===== config.mk =====
export PLATFORM = sky130hd
export DESIGN_NAME = sdsf_status_flags
export DESIGN_NICKNAME = d
export VERILOG_FILES = /design/src/include/sdsf_pkg.sv /design/src/sdsf_channel.sv /design/src/sdsf_status_flags.sv
export VERILOG_INCLUDE_DIRS = /design/src /design/src/include
export SDC_FILE = /design/constraint.sdc
export NUM_CORES = 1
export LEC_CHECK = 0
export BUFFER_PORTS_ARGS = -buffer_cell sky130_fd_sc_hd__buf_2
export CAP_MARGIN = 20
export CORE_MARGIN = 8
export CORE_UTILIZATION = 35
export DETAILED_ROUTE_END_ITERATION = 8
export HOLD_SLACK_MARGIN = 0.05
export SYNTH_ARGS = -nofsm -noshare
export SYNTH_HDL_FRONTEND = slang
export SYNTH_SLANG_ARGS = --single-unit

===== constraint.sdc =====
create_clock -name clk -period 2 [get_ports clk]
set_clock_uncertainty 0.15 [all_clocks]
set_input_delay 0.4 -clock clk [delete_from_list [all_inputs] [get_ports clk]]
set_output_delay 0.4 -clock clk [all_outputs]
set_load 0.1 [all_outputs]

===== src/include/sdsf_defs.svh =====
// Purpose: offsets, bit positions, codes and reset values of the status flags
// Assumes: included by its bare name from the status-flag design file only
// Notes:   definitions only
`ifndef SDSF_DEFS_SVH
`define SDSF_DEFS_SVH

// ----------------------------------------------------------------------
// register offsets
// ----------------------------------------------------------------------
`define SDSF_ADDR_ALIAS      8'h00
`define SDSF_ADDR_P_HIGH     8'h01
`define SDSF_ADDR_P_MID      8'h02
`define SDSF_ADDR_P_LOW      8'h03
`define SDSF_ADDR_T_HIGH     8'h04
`define SDSF_ADDR_T_LOW      8'h05
`define SDSF_ADDR_SAMPLE_ST  8'h06
`define SDSF_ADDR_FIFO_ST    8'h0d
`define SDSF_ADDR_FIFO_PORT  8'h0e

// ----------------------------------------------------------------------
// sample_status fields and reset value
// ----------------------------------------------------------------------
`define SDSF_BIT_ANY_OW      7
`define SDSF_BIT_P_OW        6
`define SDSF_BIT_T_OW        5
`define SDSF_BIT_ANY_RDY     3
`define SDSF_BIT_P_RDY       2
`define SDSF_BIT_T_RDY       1
`define SDSF_STATUS_RESET    8'h00
`define SDSF_RESERVED_READ   8'h00

// ----------------------------------------------------------------------
// fifo mode codes
// ----------------------------------------------------------------------
`define SDSF_FMODE_OFF       2'h0
`define SDSF_FMODE_CIRCULAR  2'h1
`define SDSF_FMODE_STOP      2'h2

`endif


===== src/include/sdsf_pkg.sv =====
// Purpose: types shared by the status-flag block
// Assumes: sdsf_defs.svh holds the numbers
// Notes:   status struct packs msb first, matching the byte layout
`default_nettype none

package sdsf_pkg;

   // ----------------------------------------------------------------------
   // carriers
   // ----------------------------------------------------------------------
   typedef struct packed {
      logic any_overwrite_flag;
      logic pressure_overwrite_flag;
      logic temp_overwrite_flag;
      logic reserved_hi;
      logic any_ready_flag;
      logic pressure_ready_flag;
      logic temp_ready_flag;
      logic reserved_lo;
   } sdsf_status_type;

   typedef struct packed {
      logic       strobe;
      logic [7:0] addr;
   } sdsf_read_type;

   typedef struct packed {
      logic ready_event_generator_enable;
      logic pressure_event_enable;
      logic temp_event_enable;
   } sdsf_event_config_type;

   typedef enum logic [1:0] {
      SDSF_FIFO_OFF,
      SDSF_FIFO_CIRCULAR,
      SDSF_FIFO_STOP,
      SDSF_FIFO_UNUSED
   } sdsf_fifo_mode_type;

endpackage

`default_nettype wire


===== src/sdsf_channel.sv =====
// Purpose: one measurement channel: result register, ready and overwrite
// Assumes: done is a one-cycle pulse carrying a complete sample
// Notes:   unread is tracked even while flag generation is off
`timescale 1ns/1ps
`default_nettype none

module sdsf_channel #(
   parameter int WIDTH = 20
) (
   input  wire logic             clk,
   input  wire logic             reset_n,
   input  wire logic             zero,
   input  wire logic             done,
   input  wire logic [WIDTH-1:0] sample,
   input  wire logic             enable,
   input  wire logic             retrieve,
   output logic      [WIDTH-1:0] result,
   output logic                  ready,
   output logic                  overwrite,
   output logic                  unread,
   output logic                  overwriting
);

   // a new sample lands on data nobody has fetched yet
   assign overwriting = done & unread;

   // ----------------------------------------------------------------------
   // result and unread marker
   // ----------------------------------------------------------------------
   // result and ready move on the same edge, never a torn sample
   always_ff @(posedge clk or negedge reset_n) begin
      if (!reset_n) begin
         result <= '0;
      end else if (zero) begin
         result <= '0;
      end else if (done) begin
         result <= sample;
      end
   end

   // set wins over the retrieve clear
   always_ff @(posedge clk or negedge reset_n) begin
      if (!reset_n) begin
         unread <= 1'b0;
      end else if (zero) begin
         unread <= 1'b0;
      end else if (done) begin
         unread <= 1'b1;
      end else if (retrieve) begin
         unread <= 1'b0;
      end
   end

   // ----------------------------------------------------------------------
   // visible flags, generated only while enabled
   // ----------------------------------------------------------------------
   always_ff @(posedge clk or negedge reset_n) begin
      if (!reset_n) begin
         ready     <= 1'b0;
         overwrite <= 1'b0;
      end else if (zero) begin
         ready     <= 1'b0;
         overwrite <= 1'b0;
      end else begin
         ready     <= (done & enable) | (ready & ~retrieve);
         overwrite <= (overwriting & enable) | (overwrite & ~retrieve);
      end
   end

endmodule

`default_nettype wire


===== src/sdsf_status_flags.sv =====
// Purpose: sample status flags, status alias and result read-back
// Assumes: read requests come from the serial slave on the same clock
// Notes:   fifo status and fifo data bytes are supplied from outside
`timescale 1ns/1ps
`default_nettype none

`include "sdsf_defs.svh"

// Summary of operation
// address 00h shows sample status when fifo off, fifo status otherwise.
// alias lets an incrementing read fetch status first, then data.
// status byte at 06h, read-only, resets to 0, flags in 7..5, 3..1.
// bits 4 and 0 always read as zero.
// combined overwrite sets when any channel overwrites unread data.
// fifo off: combined overwrite clears on either result high byte read.
// fifo on: reading the fifo data port clears every flag.
// pressure overwrite sets when a pressure sample replaces unread data.
// fifo off: pressure overwrite clears on pressure high byte read.
// temperature overwrite sets when a sample replaces unread data.
// fifo off: temperature overwrite clears on temperature high byte read.
// combined ready sets on any new sample, clears on high byte read.
// pressure ready sets per sample, clears on pressure high byte read.
// temperature ready sets per sample, clears on its high byte read.
// combined flags generated only with the ready event generator on.
// pressure flags generated only with pressure event enable set.
// temperature flags generated only with temperature event enable set.
// fifo off: results hold live data, altitude or pressure by mode.
// fifo mode 00 off, 01 circular, 10 full stop.
// status and results zeroed on entering active mode.
// result and its ready flag update in the same cycle.
module sdsf_status_flags #(
   parameter int P_WIDTH = 20,
   parameter int T_WIDTH = 12
) (
   input  wire logic                          clk,
   input  wire logic                          reset_n,
   input  wire logic                          active_mode,
   input  wire logic [1:0]                    fifo_mode,
   input  wire sdsf_pkg::sdsf_event_config_type event_config,
   input  wire logic                          height_mode_select,
   input  wire logic                          p_done,
   input  wire logic [P_WIDTH-1:0]            p_sample,
   input  wire logic                          t_done,
   input  wire logic [T_WIDTH-1:0]            t_sample,
   input  wire logic [7:0]                    fifo_status,
   input  wire logic [7:0]                    fifo_data,
   input  wire sdsf_pkg::sdsf_read_type       rd,
   output logic      [7:0]                    rd_data,
   output logic                               rd_valid,
   output sdsf_pkg::sdsf_status_type          sample_status,
   output logic                               pressure_is_altitude
);
   import sdsf_pkg::*;

   // ----------------------------------------------------------------------
   // declarations
   // ----------------------------------------------------------------------
   sdsf_fifo_mode_type    mode;
   logic                  fifo_on;
   logic                  active_prev;
   logic                  zero;
   logic                  p_fetch;
   logic                  t_fetch;
   logic                  fifo_fetch;
   logic                  p_retrieve;
   logic                  t_retrieve;
   logic                  any_retrieve;
   logic [P_WIDTH-1:0]    p_result;
   logic [T_WIDTH-1:0]    t_result;
   logic                  p_unread;
   logic                  t_unread;
   logic                  p_overwriting;
   logic                  t_overwriting;
   logic                  any_rdy;
   logic                  any_ow;
   logic [7:0]            next_rd_data;
   sdsf_status_type       status_word;

   // decodes a read strobe at one offset
   function automatic logic hit(input sdsf_read_type r, input logic [7:0] a);
      hit = r.strobe && (r.addr == a);
   endfunction

   // ----------------------------------------------------------------------
   // mode and transition decode
   // ----------------------------------------------------------------------
   // only 00 disables the fifo; 11 is treated as enabled too
   assign mode    = sdsf_fifo_mode_type'(fifo_mode);
   assign fifo_on = (mode != SDSF_FIFO_OFF);

   // active_mode is same-clock logic, so a plain edge detect is enough;
   // resets high so a level held through reset is no false entry edge
   always_ff @(posedge clk or negedge reset_n) begin
      if (!reset_n) begin
         active_prev <= 1'b1;
      end else begin
         active_prev <= active_mode;
      end
   end

   assign zero = active_mode & ~active_prev;

   // retrieval strobes; the fifo port answers at 01h and at its own offset
   assign p_fetch    = ~fifo_on & hit(rd, `SDSF_ADDR_P_HIGH);
   assign t_fetch    = ~fifo_on & hit(rd, `SDSF_ADDR_T_HIGH);
   assign fifo_fetch = fifo_on & (hit(rd, `SDSF_ADDR_P_HIGH)
                                | hit(rd, `SDSF_ADDR_FIFO_PORT));
   assign p_retrieve   = p_fetch | fifo_fetch;
   assign t_retrieve   = t_fetch | fifo_fetch;
   assign any_retrieve = p_fetch | t_fetch | fifo_fetch;

   // ----------------------------------------------------------------------
   // channels
   // ----------------------------------------------------------------------
   sdsf_channel #(
      .WIDTH       (P_WIDTH)
   ) u_pressure (
      .clk         (clk),
      .reset_n     (reset_n),
      .zero        (zero),
      .done        (p_done),
      .sample      (p_sample),
      .enable      (event_config.pressure_event_enable),
      .retrieve    (p_retrieve),
      .result      (p_result),
      .ready       (sample_status.pressure_ready_flag),
      .overwrite   (sample_status.pressure_overwrite_flag),
      .unread      (p_unread),
      .overwriting (p_overwriting)
   );

   sdsf_channel #(
      .WIDTH       (T_WIDTH)
   ) u_temp (
      .clk         (clk),
      .reset_n     (reset_n),
      .zero        (zero),
      .done        (t_done),
      .sample      (t_sample),
      .enable      (event_config.temp_event_enable),
      .retrieve    (t_retrieve),
      .result      (t_result),
      .ready       (sample_status.temp_ready_flag),
      .overwrite   (sample_status.temp_overwrite_flag),
      .unread      (t_unread),
      .overwriting (t_overwriting)
   );

   // ----------------------------------------------------------------------
   // combined flags
   // ----------------------------------------------------------------------
   // with the generator on, new data beats a read clear arriving in the same cycle; entry to active mode beats both
   always_ff @(posedge clk or negedge reset_n) begin
      if (!reset_n) begin
         any_rdy <= 1'b0;
         any_ow  <= 1'b0;
      end else if (zero) begin
         any_rdy <= 1'b0;
         any_ow  <= 1'b0;
      end else begin
         any_rdy <= ((p_done | t_done)
                     & event_config.ready_event_generator_enable)
                  | (any_rdy & ~any_retrieve);
         any_ow  <= ((p_overwriting | t_overwriting)
                     & event_config.ready_event_generator_enable)
                  | (any_ow & ~any_retrieve);
      end
   end

   assign sample_status.any_ready_flag     = any_rdy;
   assign sample_status.any_overwrite_flag = any_ow;
   assign sample_status.reserved_hi        = 1'b0;
   assign sample_status.reserved_lo        = 1'b0;
   assign status_word                      = sample_status;

   // altitude tag follows the pressure result, zeroed with it
   always_ff @(posedge clk or negedge reset_n) begin
      if (!reset_n) begin
         pressure_is_altitude <= 1'b0;
      end else if (zero) begin
         pressure_is_altitude <= 1'b0;
      end else if (p_done) begin
         pressure_is_altitude <= height_mode_select;
      end
   end

   // ----------------------------------------------------------------------
   // read-back mux
   // ----------------------------------------------------------------------
   // result bytes are live only with the fifo off; fifo mode reads zeros, except 01h which returns fifo data
   always_comb begin
      next_rd_data = `SDSF_RESERVED_READ;
      case (rd.addr)
         `SDSF_ADDR_ALIAS: begin
            next_rd_data = fifo_on ? fifo_status : status_word;
         end
         `SDSF_ADDR_P_HIGH: begin
            next_rd_data = fifo_on ? fifo_data
                                   : p_result[P_WIDTH-1 -: 8];
         end
         `SDSF_ADDR_P_MID: begin
            if (!fifo_on) begin
               next_rd_data = p_result[P_WIDTH-9 -: 8];
            end
         end
         `SDSF_ADDR_P_LOW: begin
            if (!fifo_on) begin
               next_rd_data = {p_result[3:0], 4'h0};
            end
         end
         `SDSF_ADDR_T_HIGH: begin
            if (!fifo_on) begin
               next_rd_data = t_result[T_WIDTH-1 -: 8];
            end
         end
         `SDSF_ADDR_T_LOW: begin
            if (!fifo_on) begin
               next_rd_data = {t_result[3:0], 4'h0};
            end
         end
         `SDSF_ADDR_SAMPLE_ST: begin
            next_rd_data = status_word;
         end
         `SDSF_ADDR_FIFO_ST: begin
            next_rd_data = fifo_status;
         end
         `SDSF_ADDR_FIFO_PORT: begin
            next_rd_data = fifo_data;
         end
         default: begin
            next_rd_data = `SDSF_RESERVED_READ;
         end
      endcase
   end

   // data captured on the strobe edge, so status read before clearing
   always_ff @(posedge clk or negedge reset_n) begin
      if (!reset_n) begin
         rd_data  <= `SDSF_STATUS_RESET;
         rd_valid <= 1'b0;
      end else begin
         rd_valid <= rd.strobe;
         if (rd.strobe) begin
            rd_data <= next_rd_data;
         end
      end
   end

   // ----------------------------------------------------------------------
   // assertions
   // ----------------------------------------------------------------------
   property p_alias_sample;
      @(posedge clk) disable iff (!reset_n)
      hit(rd, `SDSF_ADDR_ALIAS) && !fifo_on
         |=> rd_valid && rd_data == $past(status_word);
   endproperty
   a_alias_sample: assert property (p_alias_sample)
      else $error("alias did not return sample status");

   property p_alias_fifo;
      @(posedge clk) disable iff (!reset_n)
      hit(rd, `SDSF_ADDR_ALIAS) && fifo_on
         |=> rd_data == $past(fifo_status);
   endproperty
   a_alias_fifo: assert property (p_alias_fifo)
      else $error("alias did not return fifo status");

   property p_reserved_zero;
      @(posedge clk) disable iff (!reset_n)
      rd.strobe && rd.addr == `SDSF_ADDR_SAMPLE_ST
         |=> rd_data[4] == 1'b0 && rd_data[0] == 1'b0;
   endproperty
   a_reserved_zero: assert property (p_reserved_zero)
      else $error("reserved status bit read as one");

   property p_pressure_ow_set;
      @(posedge clk) disable iff (!reset_n)
      p_done && p_unread && event_config.pressure_event_enable && !zero
         |=> sample_status.pressure_overwrite_flag;
   endproperty
   a_pressure_ow_set: assert property (p_pressure_ow_set)
      else $error("pressure overwrite not flagged");

   property p_pressure_clear;
      @(posedge clk) disable iff (!reset_n)
      p_fetch && !p_done
         |=> !sample_status.pressure_ready_flag
             && !sample_status.pressure_overwrite_flag;
   endproperty
   a_pressure_clear: assert property (p_pressure_clear)
      else $error("pressure flags survived high byte read");

   property p_fifo_clear;
      @(posedge clk) disable iff (!reset_n)
      fifo_fetch && !p_done && !t_done |=> status_word == `SDSF_STATUS_RESET;
   endproperty
   a_fifo_clear: assert property (p_fifo_clear)
      else $error("fifo port read left a flag set");

   property p_combined_gate;
      @(posedge clk) disable iff (!reset_n)
      !any_rdy && !event_config.ready_event_generator_enable |=> !any_rdy;
   endproperty
   a_combined_gate: assert property (p_combined_gate)
      else $error("combined ready set while generator off");

   property p_same_cycle;
      @(posedge clk) disable iff (!reset_n)
      t_done && event_config.temp_event_enable && !zero
         |=> sample_status.temp_ready_flag && t_result == $past(t_sample);
   endproperty
   a_same_cycle: assert property (p_same_cycle)
      else $error("temperature result and ready out of step");

   property p_active_zero;
      @(posedge clk) disable iff (!reset_n)
      zero |=> status_word == `SDSF_STATUS_RESET && p_result == '0;
   endproperty
   a_active_zero: assert property (p_active_zero)
      else $error("status not zeroed on entering active mode");

   property p_combined_ow;
      @(posedge clk) disable iff (!reset_n)
      (p_overwriting || t_overwriting) && !zero
         && event_config.ready_event_generator_enable
         |=> any_ow [*1] ##0 sample_status.any_overwrite_flag;
   endproperty
   a_combined_ow: assert property (p_combined_ow)
      else $error("combined overwrite not flagged");

endmodule

`default_nettype wire


* After elaboration in Yosys (flattened, before gate mapping) *
Index checks and enable logic that the tools add are counted.

cells by class
  equal/unequal tests = 8
  muxes and demuxes = 25
  bitwise gates (word level) = 36
  reductions and logical operators = 9

operators with widths
  cell                                                              count
  8-bit one-hot mux with 9 select lines                             1
  8-bit two-way mux                                                 6
  20-bit two-way mux                                                2
  8-bit by 3-bit == test with 1-bit output (second input constant)  3
  12-bit two-way mux                                                2
  1-bit bitwise AND                                                 18
  8-bit by 2-bit == test with 1-bit output (second input constant)  2
  8-bit by 4-bit == test with 1-bit output (second input constant)  2
  1-bit two-way mux                                                 14
  1-bit OR                                                          13
  8-bit by 1-bit == test with 1-bit output (second input constant)  1
  8-bit logical NOT                                                 1
  2-bit nonzero test                                                3
  3-bit nonzero test                                                2
  1-bit inverter                                                    5
  1-bit logical AND                                                 3

word-level totals
  register bits = 51
  input port bits = 68
  output and inout port bits = 18
  word-level logic and storage cells = 92

* Logic depth before layout (Yosys ltp) *
Gate-level depths: netlist (run 1).

  depth after elaboration = 9
  gate-level depth with buffers = 6
  mapped depth without buffers = 5

* Cells and area by module *
Synthesis (run 1) repeated with hierarchy kept, for this count alone.

unflattened totals
  cell total of the unflattened synthesis = 332
  area total of the unflattened synthesis = 3,274.4 µm²

modules (own cells, without submodules)
  module                      times used  cells an instance  area an instance (µm²)  sequential area each (µm²)
  sdsf_status_flags           1           202                1,670.4                 326.6
  sdsf_channel at u_pressure  1           78                 968.4                   575.6
  sdsf_channel at u_temp      1           52                 635.6                   375.4

* Least setup slack after synthesis (run 1) *
No wires, ideal clock.

  path kind = input to register
  from = in rd[1] (netlist name)
  to = reg rd_data[4]
  setup time = 0.122 ns
  arrival time = 1.481 ns
  required time = 1.728 ns
  setup slack = 0.246 ns
  cell stages on the path = 6
  buffers on the path = 1
  cell sequence = nor2b_1 clkbuf_1 and4_1 a222oi_1 o211ai_1 a22o_1

between the ends
  longest elaborated chain between the ends = 2
  elaborated cells between the ends (all ways) = 10
  those cells by class = eq/ne: 8; mux: 1; reduce/logical: 1

RTL lines
  item                                                              RTL line                  text
  start, declared                                                   sdsf_status_flags.sv:47   input wire sdsf_pkg::sdsf_read_type rd,
  8-bit by 4-bit == test with 1-bit output (tied with other cells)  sdsf_status_flags.sv:193  case (rd.addr)
  8-bit one-hot mux with 9 select lines (*)                         sdsf_status_flags.sv:193
  end signal, assigned                                              sdsf_status_flags.sv:239  rd_data <= `SDSF_STATUS_RESET;
  end signal, assigned                                              sdsf_status_flags.sv:244  rd_data <= next_rd_data;
  end, declared                                                     sdsf_status_flags.sv:48   output logic [7:0] rd_data,

Mark *: on every way between the ends. The rest lies on a longest branch, timed or not.
A chain may end at the register's enable or synchronous reset.

* Final worst setup path (run 1) *
  from = reg any_ow
  to = out sample_status[7] (netlist name)

RTL lines
  item                    RTL line                  text
  start, declared         sdsf_status_flags.sv:75   logic any_ow;
  start signal, assigned  sdsf_status_flags.sv:164  any_ow <= ((p_overwriting | t_overwriting)
  end, declared           sdsf_status_flags.sv:50   output sdsf_pkg::sdsf_status_type sample_status,

No word-level cell between the ends.

==> impl_metrics.tcl, run 1 <==
set metrics [dict create \
    critical_path_class "flip-flop to output pin" \
    h-tree-depth 2 \
    whs_path_depth 1 \
    p_clk_share_pct 30.1 \
    dp.cells 480 \
    place_area_um2 3533 \
    wirelength_um 9399 \
    final_cell_area_um2 3671 \
    drc 0 \
    path_clk_slew_ns 0.10 \
    hold_viol_final 0 \
    grt_max_degree 52 \
    antenna_cells 0 \
    ys_top_cells_by_area "dfrtp_1 44%, mux2i_1 15%, nor2_1 5.2%" \
    slew_violations 0 \
    p_per_area_nw_per_um2 691.2 \
    leakage_nw 1.802 \
    die_x_um 106.6 \
    startpoint "any_ow" \
    pin_count 86 \
    drt_iter0_drc 114 \
    seqPwrFrac_pct 46.9 \
    peakVddDrop_uv 441.2 \
    viasPerCell 5.300 \
    r2r_slack_ns 0.30 \
    path_cells "buf_2" \
    worstRegToRegCells 5 \
    grt_first_pass_wirelength_um 15170 \
    synth_ff_type "dfrtp_1" \
    rows 33 \
    clock.fmax_mhz 558.1 \
    clock_latency_ns 0.31 \
    min_path_type "input pin to flip-flop" \
    die_h_um 106.6 \
    switchingPower_w 0.0008125 \
    cts_hold_buffers 2 \
    end_kind "output pin" \
    die_area_um2 11370 \
    antenna_found_initial 0 \
    critPathLaunchType "flip-flop" \
    hpwl_um 7433 \
    cap_viol_max_count 0 \
    grt_usage_pct 16.92 \
    setup_viol 0 \
    nFillCells 843 \
    cts_resized 0 \
    synth.distinct_cells 48 \
    fin_cells 490 \
    root_buffer "clkbuf_8" \
    swShare_pct 32.02 \
    syn-cell-area_um2 2874 \
    slowest_delay_ns 0.47 \
    rsz0062_at_grt "no" \
    wl_per_cell_um 19.18 \
    vias 2597 \
    drive_gt1_share_pct 36.10 \
    crit_family "buffers and inverters" \
    crit_cells 1 \
    clockBufferDepth 2 \
    required_ns 1.45 \
    r2r_start "any_rdy" \
    yosysWarnings 0 \
    synth-seq-area-share_pct 44.45 \
    outcome "finished, final reports clean" \
    cts_tree "done" \
    num-nets-final 452 \
    postCtsSetupRepairBufs 0 \
    cts.sinks 51 \
    gp_congestion 0.9623 \
    ys_async_sr_fraction_pct 100.0 \
    worstHoldStart "rd[8]" \
    synth-seq-cells 51 \
    initial_core_util_pct 35.51 \
    final_common_cell "buf_2" \
    p_comb_share_pct 23.0 \
    final_cell_mix "83 x buf_2, 50 x dfrtp_1, 42 x mux2i_1, 40 x nor2_1, 28 x buf_4" \
    grt_pass1_vias 2805 \
    synthCells 285 \
    cts_buffers 5 \
    fin_crit_sh_pct 89.58 \
    core-area_um2 8093 \
    cp_num_buf_inv 1 \
    internal_power_w 0.001725 \
    yosys.area.top_type "dfrtp_1" \
    setup_tns_ns 0 \
    synth_enable_flop_cells 0 \
    gr-total-overflow 0 \
    dr.pass1.iters 4 \
    synth_top_area_share_pct 43.54 \
    syn_avg_cell_area_um2 10.08 \
    cpMaxStageDelayCell "buf_2" \
    port_buffers 83 \
    multi_input_area_um2 1448 \
    seq_area_um2 1277 \
    whs_ns 0.1708 \
    area_delta_synth_final_pct 27.73 \
    worstPathMaxFanout 4 \
    cp.arrival_ns 1.24 \
    period_needed_ns 1.792 \
    postRouteAntennaNets 0 \
]
## cells by family after synthesis
family                 count (synthesis)  synth area share [%]
AO/OA/AOI/OAI                         58                 15.15
flip-flops                            51                 44.45
multiplexers                          50                 17.76
buffers and inverters                 27                 5.398
other                                  1                0.1305
AND/OR/NAND/NOR                       98                 17.11
## metal layers
metal	global-route usage [%]	vias to the layer above	wire length, um
met5	0	-	0
met4	7.236	0	265
met3	3.719	15	529
met2	27.09	91	4448
met1	21.51	1256	4156
li1	-	1235	-
## cells in the mapped netlist (all sizes together) (3+ instances only)
cell	count
nor2	42
o2bb2ai	11
buf	16
nand2	20
a32oi	5
nor3	3
and3	4
inv	3
a211oi	3
nand3	11
clkbuf	8
mux2i	42
mux2	8
o211ai	3
and2	3
a21oi	9
a22oi	3
dfrtp	50
nor2b	5
o21ai	5
o22ai	4
## per-stage QoR
step | worst slack (ns) | total power, W | utilization, %
2_1_floorplan | 0.2464 | 0.001583 | -
3_3_place_gp | -0.01366 | 0.001790 | 43.66
3_5_place_dp | -0.006914 | 0.001795 | 43.66
4_1_cts | 0.2024 | 0.002562 | 45.36
5_1_grt | 0.1689 | 0.002661 | 45.36
6_report | 0.2083 | 0.002537 | 45.36
## sequential cells by signal, summed over array words and instances (netlist names)
signal	count
active_prev	1
any_ow	1
any_rdy	1
pressure_is_altitude	1
rd_data	8
rd_valid	1
u_pressure.overwrite	1
u_pressure.ready	1
u_pressure.result	20
u_pressure.unread	1
u_temp.overwrite	1
u_temp.ready	1
u_temp.result	12
u_temp.unread	1
## path summary, 6_finish.rpt
path | to
min | rd_valid
min reg2reg | rd_data[2]
min in group asynchronous | u_pressure.result[18]
max reg2reg | rd_data[3]
max | sample_status[7]
max in group asynchronous | active_prev
## cell type report
cell class | count | share of cell area (%)
multi-input combinational | 208 | 39.43
clock buffer | 6 | 2.249
sequential | 51 | 34.80
inverter | 3 | 0.3067
tap | 105 | 3.579
timing repair buffer | 115 | 18.68
clock inverter | 2 | 0.9543
## power by group through the flow
stage                     Combinational [W]  Clock (W)  Sequential [W]
after floorplan                    0.000386          0         0.00120
after global placement             0.000580          0         0.00121
after detailed placement           0.000583          0         0.00121
after CTS                          0.000588   0.000782         0.00119
after global routing               0.000628   0.000830         0.00120
final                              0.000584   0.000763         0.00119
Note: power is estimated with default switching activity, not from simulation.
==> inputs of run 2 (changes only) <==
ABC_AREA = 1   (was unset)
==> impl_metrics.tcl, run 2 <==
set metrics [dict create \
    path_clk_slew_ns 0.10 \
    root_buffer "clkbuf_8" \
    die_area_um2 12260 \
    yosysWarnings 0 \
    drive_gt1_share_pct 22.10 \
    hpwl_um 7627 \
    final_cell_mix "130 x nand2_1, 83 x buf_2, 82 x nand3_1, 52 x nor2_1, 50 x dfrtp_1" \
    worstHoldStart "t_sample[7]" \
    grt_max_degree 39 \
    core-area_um2 8721 \
    grt_pass1_vias 3342 \
    drc 0 \
    ys_async_sr_fraction_pct 100.0 \
    synthSimpleGateAreaFrac_pct 39.32 \
    dp_worst_setup_slack_ns 0.2732 \
    yosys.area.top_type "dfrtp_1" \
    hold_viol_final 0 \
    multi_input_area_um2 1485 \
    area_delta_synth_final_pct 20.08 \
    die_x_um 110.7 \
    synthTopCellsByCount "130 x nand2_1, 82 x nand3_1, 52 x nor2_1" \
    vias 3169 \
    required_ns 2.08 \
    rsz0062_at_grt "no" \
    largest_reg_flops 20 \
    yosys.area_share.adder_pct 0 \
    dr.pass1.iters 5 \
    outcome "finished, final reports clean" \
    clock_latency_ns 0.31 \
    top_register "u_pressure.result" \
    synthCells 458 \
    relSlewSlack_pct 56.80 \
    h-tree-depth 2 \
    port_buffers 83 \
    gp_congestion 0.8364 \
    synth-seq-cells 51 \
    synth_top_area_share_pct 39.84 \
    wl_per_cell_um 15.01 \
    critical_path_class "input pin to flip-flop" \
    pin_count 86 \
    final_common_cell "nand2_1" \
    end_kind "flip-flop" \
    top_regs "u_pressure.result: 20 flops, u_temp.result: 12 flops, rd_data: 8 flops" \
    fin_ws_ns 0.1610 \
    num-nets-final 601 \
    period_needed_ns 1.839 \
    cp.arrival_ns 1.92 \
    synth_compound_area_share_pct 7.729 \
    worstRegToRegCells 5 \
    seq_area_um2 1277 \
    nFillCells 941 \
    synthMuxAreaShare_pct 0 \
    worstPathMaxFanout 19 \
    postRouteAntennaNets 0 \
    cts_buffers 5 \
    clock.fmax_mhz 543.8 \
    whs_path_depth 3 \
    synth.distinct_cells 21 \
    ys_top_cells_by_area "dfrtp_1 40%, nand2_1 16%, nand3_1 13%" \
    r2r_slack_ns 0.44 \
    setup_tns_ns 0 \
    syn-cell-area_um2 3141 \
    max_slew.worst_pin.slew_ns 0.6480 \
    r2r_start "active_prev" \
    die_h_um 110.7 \
    p_per_area_nw_per_um2 667.1 \
    r2r_end "u_pressure.result[4]" \
    syn_avg_cell_area_um2 6.857 \
    antenna_found_initial 0 \
    report.power.total_w 0.002516 \
    synthMostInstantiatedCell "nand2_1" \
    initial_core_util_pct 36.01 \
    critPathLaunchType "input pin" \
    slew_violations 0 \
    fin_crit_sh_pct 91.95 \
    gr-total-overflow 0 \
    grt_usage_pct 15.91 \
    setup_viol 0 \
    min_to "u_temp.result[7]" \
    cts_tree "done" \
    synth-xor-area-share_pct 0 \
    synth_top_family_by_area "simple AND/OR/NAND/NOR gates" \
    wirelength_um 9637 \
    grt_first_pass_wirelength_um 16380 \
    peakVddDrop_uv 357.5 \
    clockBufferDepth 2 \
    synth_ff_type "dfrtp_1" \
    min_path_type "input pin to flip-flop" \
    synth_enable_flop_cells 0 \
    cap_viol_max_count 0 \
    leakage_nw 2.023 \
    viasPerCell 4.936 \
    synth-seq-area-share_pct 40.68 \
    drt_iter0_drc 169 \
    rows 34 \
    antenna_cells 0 \
    cts.sinks 51 \
]
==> run 2: changes by cell type after synthesis, sizes merged, moves of 5 or more <==
cell and change:
nor2 +21, mux2 -8, inv +46, a32oi -5, a21oi -5, nand2 +114
mux2i -42, nor2b -5, o21ai +35, nand3 +71, o2bb2ai -11
==> run 2: worst max-delay path, cell delays in order <==
cell and delay (ns):
dlygate4sd3_1 0.53, buf_2 0.12, inv_1 0.08, nor2_4 0.06, nor2_2 0.23, clkinvlp_4 0.16, buf_12 0.16, o21ai_0 0.15
==> run 2: cells by family after synthesis <==
| family | count (synthesis) |
|---|---|
| AOI/OAI and AO/OA | 47 |
| buffers and inverters | 78 |
| DFF | 51 |
| other | 1 |
| and+or+nand+nor | 281 |
==> run 2: how the worst max path moves through the flow <==
| stage | cells past startpoint | endpoint | start | slack, ns |
|---|---|---|---|---|
| CTS | 7 | u_pressure.result[4] | active_mode | 0.11 |
| global placement | 12 | rd_data[6] | fifo_mode[0] | 0.29 |
| detailed placement | 12 | rd_data[6] | fifo_mode[0] | 0.27 |
| global route | 8 | u_pressure.result[17] | active_mode | 0.04 |
| floorplan | 0 | pressure_is_altitude | pressure_is_altitude | 0.55 |
| finish | 8 | u_pressure.result[4] | active_mode | 0.16 |
==> run 2: report_power, final <==
part | switching [W] | leakage (nW) | total (W) | internal [W]
Sequential | 0.0000404 | 0.652 | 0.00115 | 0.00111
Clock | 0.000373 | 0.0618 | 0.000786 | 0.000412
Combinational | 0.000421 | 1.31 | 0.000579 | 0.000157
==> run 2: cell type report <==
type                       count  share of cell area (%)
clock inverter                 2                   1.029
inverter                      50                   5.076
multi-input combinational    330                   39.38
clock buffer                   6                   2.190
timing repair buffer          95                   14.86
tap                          108                   3.583
sequential                    51                   33.88
==> run 2: what timing repair did <==
| item | CTS | global route |
|---|---|---|
| endpoints found under the hold margin | 24 | 0 |
| hold buffers | 2 | 0 |
| setup endpoints to repair | 0 | 10 |
| setup buffers | 0 | 1 |
| resized for setup | 0 | 1 |
==> run 2: through the flow <==
step | area [um2] | utilization, % | hold WS [ns] | std cells
2_1_floorplan | 3144 | - | -0.04559 | 459
3_3_place_gp | 3606 | 41.35 | 0.3095 | 631
3_5_place_dp | 3606 | 41.35 | 0.3124 | 631
4_1_cts | 3747 | 42.97 | 0.1484 | 641
5_1_grt | 3771 | 43.24 | 0.1624 | 642
6_report | 3771 | 43.24 | 0.1546 | 642
==> run 2: metal layers <==
layer  global-route usage [%]  vias to the layer above  share of wire (%)
li1                         -                     1584                  -
met3                    3.463                       20                5.6
met5                        0                        -                  0
met1                    20.14                     1454                 46
met4                    4.955                        0                2.1
met2                    26.23                      111                 46
==> inputs of run 3 (changes only) <==
RECOVER_POWER = 50   (was unset)
==> impl_metrics.tcl, run 3 (synthesized netlist as in run 2, its figures left out) <==
set metrics [dict create \
    grt_usage_pct 15.91 \
    final_common_cell "nand2_1" \
    grt_max_degree 39 \
    setup_tns_ns 0 \
    wl_per_cell_um 15.00 \
    r2r_slack_ns 0.44 \
    slew_violations 0 \
    cts_tree "done" \
    p_per_area_nw_per_um2 671.7 \
    slowest_delay_ns 0.53 \
    required_ns 2.08 \
    crit_family "buffers and inverters" \
    critPathLaunchType "input pin" \
    grt_pass1_vias 3342 \
    rows 34 \
    clockBufferDepth 2 \
    nFillCells 942 \
    grt_first_pass_wirelength_um 16380 \
    fin_crit_sh_pct 91.08 \
    final_cell_mix "130 x nand2_1, 82 x nand3_1, 79 x buf_2, 54 x nor2_1, 50 x dfrtp_1" \
    dr.pass1.iters 5 \
    gr-total-overflow 0 \
    max_slew.worst_pin.slew_ns 0.7340 \
    drc 0 \
    leakage_nw 2.007 \
    rsz0062_at_grt "no" \
    top_regs "u_pressure.result: 20 flops, u_temp.result: 12 flops, rd_data: 8 flops" \
    port_buffers 83 \
    cap_viol_max_count 0 \
    initial_core_util_pct 36.01 \
    root_buffer "clkbuf_8" \
    largest_reg_flops 20 \
    antenna_cells 0 \
    hold_viol_final 0 \
    postRouteAntennaNets 0 \
    wirelength_um 9627 \
    peakVddDrop_uv 357.5 \
    clock.fmax_mhz 548.9 \
    pin_count 86 \
    setup_viol 0 \
    cts.sinks 51 \
    antenna_found_initial 0 \
    report.power.total_w 0.002513 \
    drive_gt1_share_pct 20.97 \
    die_x_um 110.7 \
    relSlewSlack_pct 50.89 \
    cp_num_buf_inv 5 \
    path_cells "dlygate4sd3_1, clkbuf_1, inv_1, nor2_4, nor2_2, clkinvlp_4, buf_12, o21ai_0" \
    h-tree-depth 2 \
    viasPerCell 4.880 \
    gp_congestion 0.8364 \
    dp.cells 631 \
    end_kind "flip-flop" \
    min_path_type "input pin to flip-flop" \
    top_register "u_pressure.result" \
    outcome "finished, final reports clean" \
    cp.arrival_ns 1.90 \
    die_h_um 110.7 \
    core-area_um2 8721 \
    hpwl_um 7627 \
    clock_latency_ns 0.31 \
    area_delta_synth_final_pct 19.12 \
    num-nets-final 601 \
    period_needed_ns 1.822 \
    fin_cells 642 \
    drt_iter0_drc 158 \
    worstPathMaxFanout 19 \
    cpMaxStageDelayCell "dlygate4sd3_1" \
    path_clk_slew_ns 0.10 \
    critical_path_class "input pin to flip-flop" \
    cts_buffers 5 \
    die_area_um2 12260 \
    vias 3133 \
]
[run 3: timing repair]
item,in CTS,in global routing
endpoints found under the hold margin,24,0
gates resized for setup,0,1
buffers inserted,0,1
setup endpoints to repair,0,10
hold buffers,2,0
[run 3: final cells by class]
class / instances / area [um2] / share of cell area [%]
inverter: 50 / 191.4 / 5.117
multi-input combinational: 330 / 1475 / 39.43
clock inverter: 2 / 38.79 / 1.037
clock buffer: 6 / 82.58 / 2.207
timing repair buffer: 95 / 540.5 / 14.45
sequential: 51 / 1277 / 34.15
tap: 108 / 135.1 / 3.612
[run 3: metrics by stage]
stage	instance area [um2]	setup slack [ns]	util, %	hold slack (ns)
3_3_place_gp	3606	0.2924	41.35	0.3095
3_5_place_dp	3606	0.2732	41.35	0.3124
2_1_floorplan	3144	0.5523	-	-0.04559
4_1_cts	3747	0.1126	42.97	0.1484
5_1_grt	3741	0.04427	42.90	0.1624
6_report	3741	0.1783	42.90	0.1538
[run 3: report_power, final]
part | switching, W | internal (W)
registers | 0.0000406 | 0.00111
logic | 0.000419 | 0.000153
clock network | 0.000377 | 0.000413
[run 3: worst register-to-register path, stage by stage (launching register included)]
cell        delay (ns)
dfstp_2           0.56
nor2_4            0.06
nor2_2            0.23
clkinvlp_4        0.16
buf_12            0.16
o21ai_0           0.16
[run 3: worst paths after layout]
kind                             start                   end  cells after the start
setup / recovery           active_mode  u_pressure.result[4]                      8
hold / removal             t_sample[7]      u_temp.result[7]                      3
setup reg to reg           active_prev  u_pressure.result[4]                      5
min in group asynchronous      reset_n  pressure_is_altitude                      2
hold reg to reg             rd_data[1]            rd_data[1]                      2
max in group asynchronous      reset_n  u_pressure.result[5]                      3
[run 3: metal layers]
layer	vias up	wire, um	GRT usage [%]	share of wire (%)
li1	1582	-	-	-
met5	-	0	0	0
met2	82	4534	26.23	47
met1	1453	4462	20.14	46
met4	0	174	4.955	1.8
met3	16	455	3.463	4.7
